==> config.mk <==
export PLATFORM = sky130hd
export DESIGN_NAME = adcs_sequencer
export DESIGN_NICKNAME = d
export VERILOG_FILES = /design/src/core/adcs_pkg.sv /design/src/core/adcs_sequencer.sv /design/src/core/adcs_tad_gen.sv
export VERILOG_INCLUDE_DIRS = /design/src /design/src/core
export SDC_FILE = /design/constraint.sdc
export NUM_CORES = 1
export LEC_CHECK = 0
export ABC_AREA = 1
export BUFFER_PORTS_ARGS = -buffer_cell sky130_fd_sc_hd__buf_4
export CAP_MARGIN = 20
export CORE_MARGIN = 2
export CORE_UTILIZATION = 45
export DETAILED_ROUTE_END_ITERATION = 7
export PLACE_DENSITY = 0.69
export SETUP_SLACK_MARGIN = 0.5
export SYNTH_ARGS = -nofsm -noshare
export SYNTH_HDL_FRONTEND = slang
export SYNTH_SLANG_ARGS = --single-unit
==> constraint.sdc <==
create_clock -name i_clk -period 2.2 [get_ports i_clk]
set_input_delay 0.22 -clock i_clk [delete_from_list [all_inputs] [get_ports i_clk]]
set_output_delay 0.22 -clock i_clk [all_outputs]
set_load 0.01 [all_outputs]
==> src/core/adcs_regs.svh <==
// register offsets, field positions, reset values and counts of the sequencer
`ifndef ADCS_REGS_SVH
`define ADCS_REGS_SVH
`define ADCS_AW 8
`define ADCS_OFF_CTRL 8'h00
`define ADCS_OFF_PCFG 8'h04
`define ADCS_OFF_CLKF 8'h08
`define ADCS_OFF_RESH 8'h0c
`define ADCS_OFF_RESL 8'h10
`define ADCS_OFF_STAT 8'h14
`define ADCS_OFF_MASK 8'h18
`define ADCS_OFF_PORT 8'h1c
`define ADCS_CTRL_RST 6'h00
`define ADCS_PCFG_RST 6'h00
`define ADCS_CLKF_RST 4'h0
`define ADCS_IRQ_RST 2'h0
`define ADCS_CLKF_JUST_BIT 7
`define ADCS_ST_DONE 0
`define ADCS_ST_ABORT 1
`define ADCS_LAST_TAD 4'hb
`define ADCS_FIRST_BIT_TAD 4'h1
`define ADCS_LAST_BIT_TAD 4'ha
`define ADCS_BIT_TOP 4'ha
`define ADCS_WAIT_TADS 2'h2
`define ADCS_SAR_INIT 10'h200
`define ADCS_PCFG_NONE 4'hf
`define ADCS_PCFG_TOP 5'h0e
`define ADCS_DIV_2 7'h02
`define ADCS_DIV_4 7'h04
`define ADCS_DIV_8 7'h08
`define ADCS_DIV_16 7'h10
`define ADCS_DIV_32 7'h20
`define ADCS_DIV_64 7'h40
`define ADCS_RC_DIV 32
`endif

==> src/core/adcs_pkg.sv <==
// types shared by the conversion sequencer files
package adcs_pkg;
  typedef enum logic [1:0] {
    ADCS_IDLE = 2'b00,
    ADCS_CONV = 2'b01,
    ADCS_WAIT = 2'b10
  } adcs_state_type;
  typedef struct packed {
    logic [3:0] channel_select;
    logic go_done;
    logic converter_on;
  } adcs_ctrl_type;
  typedef struct packed {
    logic [1:0] vref_cfg;
    logic [3:0] port_cfg;
  } adcs_pcfg_type;
  typedef struct packed {
    logic right_just;
    logic [2:0] conv_clock_select;
  } adcs_clkf_type;
endpackage

==> src/core/adcs_sequencer.sv <==
// conversion sequencer with apb registers, sar control and interrupt
//
// Added by the designer: the register addresses and the APB register port.
`timescale 1ns/1ps
`default_nettype none
`include "adcs_regs.svh"
// How it works
// RQ1: result byte pair has no reset value; power-on leaves it unknown.
// RQ2: software makes analog channel pins inputs before converting.
// RQ3: software waits the acquisition time after choosing a channel.
// RQ4: software sets go/done, then polls it or waits for interrupt.
// RQ5: software clears flag, then enables interrupts, then starts.
// RQ6: two clock periods pass after completion before acquisition resumes.
// RQ7: each conversion takes exactly twelve conversion-clock periods.
// RQ8: three-bit select picks divide by 2..64 or the private rc clock.
// RQ9: software picks a conversion clock period of at least 1.6 us.
// RQ10: an output-driven analog pin converts its driven level.
// RQ11: port reads show zero on every analog-configured pin.
// RQ12: a digital-input pin still converts when it is selected.
// RQ13: clearing go/done mid-conversion aborts it at once.
// RQ14: an abort leaves the result byte pair untouched.
// RQ15: after abort wait two periods, then acquire automatically; code waits two divider ticks, between one and two periods.
// RQ16: go/done written with the enabling write is ignored.
// RQ17: completion loads result, clears go/done, sets complete flag.
// RQ18: any reset turns converter off and aborts conversion.
// RQ19: the clock divider restarts at every conversion start.
module adcs_sequencer import adcs_pkg::*; #(
  parameter int RC_DIV = `ADCS_RC_DIV,
  parameter int CHANNELS = 16
) (
  input wire logic i_clk,
  input wire logic i_srst,
  input wire logic i_psel,
  input wire logic i_penable,
  input wire logic i_pwrite,
  input wire logic [`ADCS_AW-1:0] i_paddr,
  input wire logic [31:0] i_pwdata,
  output logic [31:0] o_prdata,
  output logic o_pready,
  output logic o_pslverr,
  input wire logic [CHANNELS-1:0] i_pin_level,
  input wire logic i_cmp_hi,
  output logic [3:0] o_chan_sel,
  output logic o_sample,
  output logic [9:0] o_sar_code,
  output logic [1:0] o_vref_cfg,
  output logic o_irq
);
  initial begin
    if (CHANNELS != 16) $error("CHANNELS must be 16");
  end

  adcs_ctrl_type ctrl_q;
  adcs_pcfg_type pcfg_q;
  adcs_clkf_type clkf_q;
  adcs_state_type state_q;
  logic [7:0] res_hi_q;
  logic [7:0] res_lo_q;
  logic [1:0] stat_q;
  logic [1:0] mask_q;
  logic [31:0] rdata_q;
  logic [3:0] tad_cnt_q;
  logic [1:0] wait_cnt_q;
  logic [9:0] sar_q;
  logic tick;
  logic start;
  logic done;
  logic abort;
  logic wr;
  logic rd_end;
  logic mapped;
  logic [CHANNELS-1:0] analog_map;
  logic [9:0] result;

  // analog channels for a port configuration code
  function automatic logic [15:0] analog_of(input logic [3:0] cfg);
    logic [15:0] m;
    m = 16'h0000;
    for (int i = 0; i < 16; i++) begin
      if (cfg == 4'h0) begin
        m[i] = 1'b1;
      end else if (cfg != `ADCS_PCFG_NONE &&
          5'(i) <= `ADCS_PCFG_TOP - {1'b0, cfg}) begin
        m[i] = 1'b1;
      end
    end
    return m;
  endfunction

  // true when the address names a register
  function automatic logic is_mapped(input logic [`ADCS_AW-1:0] a);
    logic r;
    r = 1'b0;
    if (a == `ADCS_OFF_CTRL) r = 1'b1;
    else if (a == `ADCS_OFF_PCFG) r = 1'b1;
    else if (a == `ADCS_OFF_CLKF) r = 1'b1;
    else if (a == `ADCS_OFF_RESH) r = 1'b1;
    else if (a == `ADCS_OFF_RESL) r = 1'b1;
    else if (a == `ADCS_OFF_STAT) r = 1'b1;
    else if (a == `ADCS_OFF_MASK) r = 1'b1;
    else if (a == `ADCS_OFF_PORT) r = 1'b1;
    return r;
  endfunction

  // apb handshake: zero wait states, error on unmapped addresses
  assign mapped = is_mapped(i_paddr);
  assign o_pready = 1'b1;
  assign o_pslverr = i_psel && i_penable && !mapped;
  assign wr = i_psel && i_penable && i_pwrite && mapped;
  assign rd_end = i_psel && i_penable && !i_pwrite;
  assign o_prdata = rdata_q;
  assign analog_map = analog_of(pcfg_q.port_cfg);

  // sequencer events
  assign start = state_q == ADCS_IDLE && ctrl_q.converter_on
    && ctrl_q.go_done;
  assign done = state_q == ADCS_CONV && ctrl_q.go_done
    && ctrl_q.converter_on && tick && tad_cnt_q == `ADCS_LAST_TAD; // RQ7
  assign abort = state_q == ADCS_CONV
    && (!ctrl_q.go_done || !ctrl_q.converter_on); // RQ13
  assign result = sar_q;

  adcs_tad_gen #(
    .RC_DIV(RC_DIV)
  ) u_tad (
    .i_clk(i_clk),
    .i_srst(i_srst),
    .i_restart(start),
    .i_sel(clkf_q.conv_clock_select),
    .o_tick(tick)
  );

  // read data captured in the setup phase
  always_ff @(posedge i_clk) begin
    if (i_srst) begin
      rdata_q <= 32'h0000_0000;
    end else if (i_psel && !i_penable && !i_pwrite) begin
      rdata_q <= 32'h0000_0000;
      if (i_paddr == `ADCS_OFF_CTRL) begin
        rdata_q[5:0] <= ctrl_q;
      end else if (i_paddr == `ADCS_OFF_PCFG) begin
        rdata_q[5:0] <= pcfg_q;
      end else if (i_paddr == `ADCS_OFF_CLKF) begin
        rdata_q[`ADCS_CLKF_JUST_BIT] <= clkf_q.right_just;
        rdata_q[2:0] <= clkf_q.conv_clock_select;
      end else if (i_paddr == `ADCS_OFF_RESH) begin
        rdata_q[7:0] <= res_hi_q;
      end else if (i_paddr == `ADCS_OFF_RESL) begin
        rdata_q[7:0] <= res_lo_q;
      end else if (i_paddr == `ADCS_OFF_STAT) begin
        rdata_q[1:0] <= stat_q;
      end else if (i_paddr == `ADCS_OFF_MASK) begin
        rdata_q[1:0] <= mask_q;
      end else if (i_paddr == `ADCS_OFF_PORT) begin
        rdata_q[15:0] <= i_pin_level & ~analog_map; // RQ11
      end
    end
  end

  // control register: enable, go/done and channel
  always_ff @(posedge i_clk) begin
    if (i_srst) begin
      ctrl_q <= `ADCS_CTRL_RST; // RQ18
    end else if (wr && i_paddr == `ADCS_OFF_CTRL) begin
      ctrl_q.channel_select <= i_pwdata[5:2];
      ctrl_q.converter_on <= i_pwdata[0];
      // go only counts once the converter is already on
      ctrl_q.go_done <= i_pwdata[1] && i_pwdata[0]
        && ctrl_q.converter_on; // RQ16
    end else if (done) begin
      ctrl_q.go_done <= 1'b0; // RQ17
    end
  end

  // port and clock configuration
  always_ff @(posedge i_clk) begin
    if (i_srst) begin
      pcfg_q <= `ADCS_PCFG_RST;
      clkf_q <= `ADCS_CLKF_RST;
    end else if (wr && i_paddr == `ADCS_OFF_PCFG) begin
      pcfg_q <= i_pwdata[5:0];
    end else if (wr && i_paddr == `ADCS_OFF_CLKF) begin
      clkf_q.right_just <= i_pwdata[`ADCS_CLKF_JUST_BIT];
      clkf_q.conv_clock_select <= i_pwdata[2:0]; // RQ8
    end
  end

  // result pair: no reset, loaded only on completion or by software
  always_ff @(posedge i_clk) begin
    if (done) begin // RQ1
      if (clkf_q.right_just) begin
        res_hi_q <= {6'h00, result[9:8]}; // RQ17
        res_lo_q <= result[7:0];
      end else begin
        res_hi_q <= result[9:2];
        res_lo_q <= {result[1:0], 6'h00};
      end
    end else if (wr && i_paddr == `ADCS_OFF_RESH) begin
      res_hi_q <= i_pwdata[7:0]; // RQ14
    end else if (wr && i_paddr == `ADCS_OFF_RESL) begin
      res_lo_q <= i_pwdata[7:0];
    end
  end

  // sticky status, cleared by reading it; a new event wins
  always_ff @(posedge i_clk) begin
    if (i_srst) begin
      stat_q <= `ADCS_IRQ_RST;
    end else begin
      if (rd_end && i_paddr == `ADCS_OFF_STAT) begin
        stat_q <= `ADCS_IRQ_RST;
      end
      if (done) begin
        stat_q[`ADCS_ST_DONE] <= 1'b1; // RQ17
      end
      if (abort) begin
        stat_q[`ADCS_ST_ABORT] <= 1'b1;
      end
    end
  end

  // interrupt mask
  always_ff @(posedge i_clk) begin
    if (i_srst) begin
      mask_q <= `ADCS_IRQ_RST;
    end else if (wr && i_paddr == `ADCS_OFF_MASK) begin
      mask_q <= i_pwdata[1:0];
    end
  end

  assign o_irq = |(stat_q & mask_q);

  // conversion state machine
  always_ff @(posedge i_clk) begin
    if (i_srst) begin
      state_q <= ADCS_IDLE; // RQ18
    end else begin
      case (state_q)
        ADCS_IDLE: begin
          if (start) begin
            state_q <= ADCS_CONV;
          end
        end
        ADCS_CONV: begin
          if (abort || done) begin
            state_q <= ADCS_WAIT; // RQ15
          end
        end
        ADCS_WAIT: begin
          if (tick && wait_cnt_q == `ADCS_WAIT_TADS - 2'h1) begin
            state_q <= ADCS_IDLE; // RQ6
          end
        end
        default: state_q <= ADCS_IDLE;
      endcase
    end
  end

  // period counters for conversion and post-conversion wait
  always_ff @(posedge i_clk) begin
    if (i_srst || start) begin
      tad_cnt_q <= 4'h0;
      wait_cnt_q <= 2'h0;
    end else if (state_q == ADCS_CONV) begin
      wait_cnt_q <= 2'h0;
      if (tick) begin
        tad_cnt_q <= tad_cnt_q + 4'h1; // RQ7
      end
    end else if (state_q == ADCS_WAIT && tick) begin
      wait_cnt_q <= wait_cnt_q + 2'h1; // RQ15
    end
  end

  // successive approximation: one bit per period from the second to the eleventh
  always_ff @(posedge i_clk) begin
    if (i_srst || start) begin
      sar_q <= `ADCS_SAR_INIT;
    end else if (state_q == ADCS_CONV && tick
        && tad_cnt_q >= `ADCS_FIRST_BIT_TAD
        && tad_cnt_q <= `ADCS_LAST_BIT_TAD) begin
      if (!i_cmp_hi) begin
        sar_q[`ADCS_BIT_TOP - tad_cnt_q] <= 1'b0;
      end
      if (tad_cnt_q != `ADCS_LAST_BIT_TAD) begin
        sar_q[`ADCS_BIT_TOP - tad_cnt_q - 4'h1] <= 1'b1;
      end
    end
  end

  // analog front end: channel mux ignores pin direction and config
  assign o_chan_sel = ctrl_q.channel_select; // RQ10 RQ12
  assign o_sample = ctrl_q.converter_on && state_q == ADCS_IDLE; // RQ15
  assign o_sar_code = sar_q;
  assign o_vref_cfg = pcfg_q.vref_cfg;
endmodule // adcs_sequencer
`default_nettype wire

==> src/core/adcs_tad_gen.sv <==
// conversion-clock generator: divides the oscillator into period ticks
`timescale 1ns/1ps
`default_nettype none
`include "adcs_regs.svh"
module adcs_tad_gen import adcs_pkg::*; #(
  parameter int RC_DIV = `ADCS_RC_DIV
) (
  input wire logic i_clk,
  input wire logic i_srst,
  input wire logic i_restart,
  input wire logic [2:0] i_sel,
  output logic o_tick
);
  initial begin
    if (RC_DIV < 2 || RC_DIV > 64) $error("RC_DIV must lie in 2..64");
  end

  // map the select code to a divide ratio
  function automatic logic [6:0] div_of(input logic [2:0] sel);
    logic [6:0] d;
    d = 7'(RC_DIV);
    case (sel)
      3'h0: d = `ADCS_DIV_2;
      3'h4: d = `ADCS_DIV_4;
      3'h1: d = `ADCS_DIV_8;
      3'h5: d = `ADCS_DIV_16;
      3'h2: d = `ADCS_DIV_32;
      3'h6: d = `ADCS_DIV_64;
      default: d = 7'(RC_DIV); // x11: private rc clock
    endcase
    return d;
  endfunction

  logic [6:0] cnt_q;
  logic [6:0] div;
  assign div = div_of(i_sel); // RQ8
  assign o_tick = (cnt_q == div - 7'h01) && !i_restart;

  // free-running divider, restarted at conversion start
  always_ff @(posedge i_clk) begin
    if (i_srst || i_restart || o_tick) begin
      cnt_q <= 7'h00; // RQ19
    end else if (cnt_q < div - 7'h01) begin
      cnt_q <= cnt_q + 7'h01;
    end else begin
      cnt_q <= 7'h00;
    end
  end
endmodule // adcs_tad_gen
`default_nettype wire

==> load_flow_metrics.sql, run 1 <==
INSERT INTO impl_metrics (metric_group, metric, value, unit) VALUES
('synthesis', 'synth_area', '0.004538', 'mm^2'),
('layout', 'drive_gt1_share', '33.71', '%'),
('global_routing', 'track_usage', '22.35', '%'),
('pwr', 'vdd.ir_drop.worst', '0.2343', 'mV'),
('global_routing', 'global_route_wire_length_before_repair', '19710', 'um'),
('drt', 'wirelength', '12730', 'um'),
('place', 'buffer_ports.inserted', '72', ''),
('critical_path', 'cp_max_fo', '7', ''),
('critical_path', 'cp-start-kind', 'register', ''),
('floorplan', 'boundaryPins', '114', ''),
('cts', 'count_of_h_tree_levels_built_during_cts', '3', ''),
('critical_path', 'cp-startpoint', 'clkf_q[0]', ''),
('layout', 'final_cell_mix', 'sky130_fd_sc_hd__nand2_1 (115), sky130_fd_sc_hd__buf_4 (96), sky130_fd_sc_hd__dfxtp_1 (54)', ''),
('min_path', 'worst_hold_startpoint', 'i_pin_level[9]', ''),
('cts', 'clock_path_buffers', '2', ''),
('layout', 'area_growth', '31.32', '%'),
('min_path', 'min-delay-path-class', 'in2reg', ''),
('synthesis', 'ys_async_sr_fraction', '0', '%'),
('place', 'dp_hpwl', '8925', 'um'),
('synthesis', 'postSynth.topFlopCell', 'sky130_fd_sc_hd__dfxtp_1', ''),
('global_routing', 'grt_pass1_vias', '4158', ''),
('critical_path', 'timing.critical_path.to_type', 'register', ''),
('global_routing', 'global_route.overflow_total', '0', ''),
('synthesis', 'seq_area_frac_synth', '37.50', '%'),
('global_routing', 'initial_antenna_violation_count', '0', ''),
('floorplan', 'floorplan.die.height', '104.4', 'um'),
('drt', 'routed_wire_length_per_instance', '15.17', 'um'),
('synthesis', 'synth_top_area_cell', 'sky130_fd_sc_hd__dfxtp_1', ''),
('floorplan', 'placement_rows', '36', ''),
('sta', 'final_max_slew_viol_count', '0', ''),
('layout', 'post-route-cell-area', '0.005959', 'mm^2'),
('sta', 'clock.fmax', '0.4875', 'GHz'),
('layout', 'register_area', '0.001720', 'mm^2'),
('layout', 'multi_input_area', '0.002751', 'mm^2'),
('synthesis', 'synth_cell_types', '45', ''),
('job', 'cap_viol_max_count', '0', ''),
('global_routing', 'grt_max_degree', '30', ''),
('cts', 'clkSlewWorstSetupHoldPaths', '0.09', 'ns'),
('drt', 'drt_first_pass_iters', '5', ''),
('synthesis', 'syn-mean-instance-area', '7.513', 'um^2'),
('drt', 'detail_route.drc_violations', '0', ''),
('floorplan', 'chipWidth', '104.4', 'um'),
('drt', 'avg_vias_per_cell', '5.273', ''),
('cts', 'clock_insertion_delay_at_the_later_pin_of_the_skew_report', '0.36', 'ns'),
('drt', 'route.antenna.remaining_nets', '0', ''),
('sta', 'slew_headroom', '60.80', '%'),
('synthesis', 'synth_top_cell_area_share', '26.91', '%'),
('synthesis', 'netlist_instances', '604', ''),
('layout', 'num-fill-cells', '869', ''),
('critical_path', 'r2r_start', 'clkf_q[0]', ''),
('outcome', 'status', 'finished, final reports clean', ''),
('cts', 'root_buffer', 'sky130_fd_sc_hd__clkbuf_8', ''),
('sta', 'timing.final.setup_violations', '0', ''),
('sta', 'setup_repair_after_global_routing_missed_its_margin', 'true', ''),
('layout', 'most_common_cell_after_layout_fill_and_taps_aside', 'sky130_fd_sc_hd__nand2_1', ''),
('layout', 'non_filler_cells_in_the_finished_layout', '839', ''),
('sta', 'finClkSkew', '0.009020', 'ns'),
('synthesis', 'yosysWarnings', '0', ''),
('place', 'routabilityCongestion', '0.9037', ''),
('pwr', 'power-per-cell-area', '473.5', 'mW/mm^2'),
('critical_path', 'required', '2.40', 'ns'),
('floorplan', 'design.die.area', '0.01090', 'mm^2'),
('sta', 'fin_crit_sh', '93.25', '%'),
('place', 'placed_area', '0.005181', 'mm^2'),
('place', 'dp.cells', '796', ''),
('cts', 'clock_sinks', '77', ''),
('layout', 'insertedDiodeCount', '0', ''),
('layout', 'postLayoutCoreUtil', '60.97', '%'),
('sta', 'worst-slew-pin-transition', '0.5866', 'ns'),
('floorplan', 'initial_core_util', '46.43', '%'),
('synthesis', 'synth.area.top_cells', 'sky130_fd_sc_hd__dfxtp_1 (27%), sky130_fd_sc_hd__nand2_1 (11%), sky130_fd_sc_hd__edfxtp_1 (11%)', '');
-- repair_timing --
item                                    CTS  global route
gates cloned                              0             3
resized for setup                        34            85
buffers inserted                         11            13
endpoints found under the setup margin   63            74
hold endpoints to repair                  0             0
pin swaps                                15            38
-- report_power, final --
part	leakage [nW]	internal, mW	switching [mW]
Sequential	0.640	1.45	0.0127
Clock	0.0923	0.522	0.553
Combinational	1.71	0.128	0.161
-- cell usage after synthesis, drive strengths merged, types with 8 or more instances --
library cell and count:
nand2 135, nor2 71, inv 64, dfxtp 61, a21oi 60, o21ai 55, nand3 34, buf 28
ha 24, edfxtp 16, nand4 15, clkbuf 8
-- worst max-delay path, cell delays in order, from the launching register on --
cell	delay [ns]
sky130_fd_sc_hd__dfxtp_4	0.37
sky130_fd_sc_hd__inv_4	0.06
sky130_fd_sc_hd__nand3_4	0.07
sky130_fd_sc_hd__ha_4	0.27
sky130_fd_sc_hd__nand2_2	0.04
sky130_fd_sc_hd__inv_2	0.05
sky130_fd_sc_hd__nand3_2	0.07
sky130_fd_sc_hd__nor2_4	0.15
sky130_fd_sc_hd__buf_4	0.12
sky130_fd_sc_hd__nand4_1	0.09
sky130_fd_sc_hd__buf_6	0.16
sky130_fd_sc_hd__buf_4	0.15
sky130_fd_sc_hd__clkbuf_16	0.16
sky130_fd_sc_hd__o21ai_1	0.14
-- sequential cells by signal, indices dropped and copies added (netlist names) --
register / cells
tad_cnt_q: 4
pcfg_q: 4
o_vref_cfg: 2
res_hi_q: 8
u_tad.cnt_q: 7
ctrl_q: 2
mask_q: 2
res_lo_q: 8
clkf_q: 4
wait_cnt_q: 2
stat_q: 2
o_chan_sel: 4
o_sar_code: 10
state_q: 2
o_prdata: 16
-- area by class of cell --
class | instances | share of cell area [%]
clock buffer | 10 | 2.141
clock inverter | 6 | 1.071
inverter | 64 | 4.304
multi-input combinational | 443 | 46.17
sequential | 77 | 28.87
tap | 133 | 2.792
timing repair buffer | 106 | 14.65
-- metal layers --
layer	vias up	wire, um	part of all wire [%]	global-route usage [%]
met2	183	6321	50	38.33
met4	0	285	2.2	9.653
met5	-	0	0	0
met1	2056	5288	42	26.80
met3	30	836	6.6	4.950
li1	2155	-	-	-
-- path summary, 6_finish.rpt --
path | slack, ns | to
worst max-delay path | 0.15 | res_hi_q[7]
worst min-delay path | 0.11 | o_prdata[9]
worst min register to register | 0.47 | o_prdata[10]
worst max register to register | 0.15 | res_hi_q[7]
-- cells by family (layout without fill, tap and decap cells) --
group | Yosys count | count (layout) | synth area share (%)
DFF | 77 | 77 | 37.50
other | 2 | 18 | 0.1655
and+or+nand+nor | 262 | 262 | 27.24
muxes | 4 | 4 | 0.8823
buffers and inverters | 100 | 186 | 10.53
adders and majority gates | 24 | 24 | 6.617
AOI/OAI and AO/OA | 130 | 130 | 15.52
xor gates and xnor gates | 5 | 5 | 1.544
No activity file was read; power rests on OpenSTA's default activity.
==> inputs of run 2 (changes only) <==
Settings changed: CTS_BUF_LIST set to sky130_fd_sc_hd__clkbuf_2.
==> run 2 against run 1 <==
Utilization grew 0.90 points. Worst setup slack better by 0.0035 ns. Critical endpoint is now state_q[1]. Combinational power up 6%. Largest cell class unchanged. Sequential power barely moved. Critical path type unchanged. Fmax grew 0.17%.
==> load_flow_metrics.sql, run 2 (synthesis results as in run 1) <==
INSERT INTO impl_metrics (metric_group, metric, value, unit) VALUES
('pwr', 'pwr-share-clk', '30.5', '%'),
('pwr', 'vdd.ir_drop.worst', '0.2465', 'mV'),
('pwr', 'power-per-cell-area', '420.9', 'mW/mm^2'),
('min_path', 'worst_hold_startpoint', 'i_pin_level[2]', ''),
('cts', 'cts_buffers', '9', ''),
('drt', 'routed-via-count', '4477', ''),
('floorplan', 'floorplan.die.height', '104.4', 'um'),
('cts', 'count_of_h_tree_levels_built_during_cts', '3', ''),
('layout', 'final_cell_mix', 'sky130_fd_sc_hd__nand2_1 (112), sky130_fd_sc_hd__buf_4 (97), sky130_fd_sc_hd__dfxtp_1 (54)', ''),
('cts', 'clkSlewWorstSetupHoldPaths', '0.24', 'ns'),
('sta', 'timing.final.setup_violations', '0', ''),
('drt', 'first_iter_violations', '211', ''),
('cts', 'clock_insertion_delay_at_the_later_pin_of_the_skew_report', '0.54', 'ns'),
('global_routing', 'global_route.overflow_total', '0', ''),
('critical_path', 'timing.critical_path.to_type', 'register', ''),
('critical_path', 'cp_max_fo', '8', ''),
('sta', 'setup_repair_after_global_routing_missed_its_margin', 'true', ''),
('sta', 'slew_headroom', '55.68', '%'),
('drt', 'avg_vias_per_cell', '5.218', ''),
('sta', 'finClkSkew', '0.03068', 'ns'),
('pwr', 'report.power.total', '2.545', 'mW'),
('cts', 'clock_path_buffers', '2', ''),
('critical_path', 'required', '2.64', 'ns'),
('pwr', 'leakage', '2.487', 'nW'),
('min_path', 'min-delay-path-class', 'in2reg', ''),
('layout', 'area_growth', '33.25', '%'),
('sta', 'setup_tns', '0', 'ns'),
('layout', 'drive_gt1_share', '32.83', '%'),
('pwr', 'swShare', '27.10', '%'),
('layout', 'multi_input_area', '0.002731', 'mm^2'),
('global_routing', 'track_usage', '22.28', '%'),
('cts', 'tritoncts', 'built', ''),
('outcome', 'status', 'finished, final reports clean', ''),
('critical_path', 'setup.worst_path.class', 'reg2reg', ''),
('layout', 'num-fill-cells', '850', ''),
('pwr', 'internal-power', '1.856', 'mW'),
('floorplan', 'boundaryPins', '114', ''),
('sta', 'final_max_slew_viol_count', '0', ''),
('global_routing', 'grt_max_degree', '30', ''),
('layout', 'largest_register_ffs', '16', ''),
('pwr', 'combPwrFrac', '12.0', '%'),
('place', 'routabilityCongestion', '0.9037', ''),
('drt', 'routed_wire_length_per_instance', '15.11', 'um'),
('layout', 'register_area', '0.001720', 'mm^2'),
('critical_path', 'cp.arrival', '2.49', 'ns'),
('place', 'buffer_ports.inserted', '72', ''),
('layout', 'insertedDiodeCount', '0', ''),
('global_routing', 'initial_antenna_violation_count', '0', ''),
('critical_path', 'cp-start-kind', 'register', ''),
('drt', 'drt_first_pass_iters', '5', ''),
('floorplan', 'initial_core_util', '46.43', '%'),
('global_routing', 'global_route_wire_length_before_repair', '19630', 'um'),
('cts', 'root_buffer', 'sky130_fd_sc_hd__clkbuf_2', ''),
('critical_path', 'r2r_start', 'clkf_q[0]', ''),
('critical_path', 'reg2reg_setup_slack', '0.15', 'ns'),
('floorplan', 'chipWidth', '104.4', 'um'),
('pwr', 'p_seq_share', '57.5', '%'),
('drt', 'route.antenna.remaining_nets', '0', ''),
('place', 'dp_hpwl', '8925', 'um'),
('drt', 'detail_route.drc_violations', '0', ''),
('sta', 'worst-slew-pin-transition', '0.6631', 'ns'),
('cts', 'clock_sinks', '77', ''),
('floorplan', 'floorplan.core_area', '0.009774', 'mm^2'),
('sta', 'finalHoldViolCount', '0', ''),
('floorplan', 'placement_rows', '36', ''),
('critical_path', 'cp-startpoint', 'clkf_q[0]', ''),
('layout', 'most_common_cell_after_layout_fill_and_taps_aside', 'sky130_fd_sc_hd__nand2_1', ''),
('drt', 'wirelength', '12970', 'um'),
('floorplan', 'design.die.area', '0.01090', 'mm^2'),
('job', 'cap_viol_max_count', '0', ''),
('global_routing', 'grt_pass1_vias', '4136', ''),
('sta', 'fin_crit_sh', '93.09', '%'),
('layout', 'num-nets-final', '806', ''),
('sta', 'finalWorstPathRequiredPeriod', '2.048', 'ns'),
('sta', 'clock.fmax', '0.4883', 'GHz'),
('pwr', 'power.switching', '689.8', 'uW');
==> run 2: cell count changes in the layout (fill, tap and decap cells not counted), sizes merged <==
cell         change
buf              +2
dlygate4sd3     +17
==> run 2: area by class of cell <==
type / instances / share of cell area (%)
Clock buffer: 10 / 0.8276
Tap cell: 133 / 2.752
Sequential cell: 77 / 28.45
Multi-Input combinational cell: 443 / 45.17
Inverter: 64 / 4.242
Clock inverter: 6 / 1.055
Timing Repair Buffer: 125 / 17.50
==> run 2: power groups by stage <==
stage	clock, mW	sequential, mW	combinational, mW
after detailed placement	0	1.49	0.228
after global routing	0.847	1.47	0.331
after CTS	0.787	1.46	0.267
after floorplan	0	1.49	0.150
after global placement	0	1.49	0.222
final	0.777	1.46	0.306
==> run 2: critical path, cell delays in order, from the launching register on <==
cell and delay (ns):
sky130_fd_sc_hd__dfxtp_4 0.41, sky130_fd_sc_hd__inv_4 0.07, sky130_fd_sc_hd__nand3_4 0.06, sky130_fd_sc_hd__ha_4 0.26, sky130_fd_sc_hd__nand2_2 0.04, sky130_fd_sc_hd__inv_2 0.05
sky130_fd_sc_hd__nand3_2 0.07, sky130_fd_sc_hd__nor2_4 0.14, sky130_fd_sc_hd__buf_4 0.12, sky130_fd_sc_hd__nand4_1 0.10, sky130_fd_sc_hd__buf_6 0.17, sky130_fd_sc_hd__buf_12 0.14
sky130_fd_sc_hd__nand2_2 0.06, sky130_fd_sc_hd__o21ai_1 0.06, sky130_fd_sc_hd__a211oi_1 0.22
==> run 2: per-stage QoR <==
step | cells | util [%] | hold WS (ns) | instance area, um^2 | setup slack [ns]
2_1_floorplan | 620 | - | 0.2985 | 4667 | 0.4247
3_3_place_gp | 796 | 53.01 | 0.4487 | 5181 | 0.2407
3_5_place_dp | 796 | 53.01 | 0.4505 | 5181 | 0.2114
4_1_cts | 839 | 57.46 | 0.004189 | 5617 | 0.2745
5_1_grt | 858 | 61.87 | 0.02772 | 6047 | 0.08327
6_report | 858 | 61.87 | 0.05748 | 6047 | 0.1521
==> run 2: timing repair <==
action	in CTS	in global routing
gates cloned	0	2
pin swaps	13	34
resized for setup	30	77
endpoints found under the hold margin	21	1
buffers inserted	11	16
setup endpoints to repair	61	75
hold buffers	16	1
==> run 2: path summary, 6_finish.rpt <==
path                            cells past startpoint           end
worst max-delay path                               14    state_q[1]
worst min-delay path                                5   o_prdata[2]
worst max register to register                     14    state_q[1]
worst min register to register                      2  o_prdata[12]
==> run 2: routing by layer <==
metal / vias to the layer above / part of all wire (%) / routed length (um) / track usage, %
met1: 2100 / 43 / 5521 / 27.07
met3: 33 / 4.9 / 635 / 4.135
met4: 0 / 2.8 / 357 / 8.977
met5: - / 0 / 0 / 0
met2: 149 / 50 / 6454 / 38.70
li1: 2195 / - / - / -
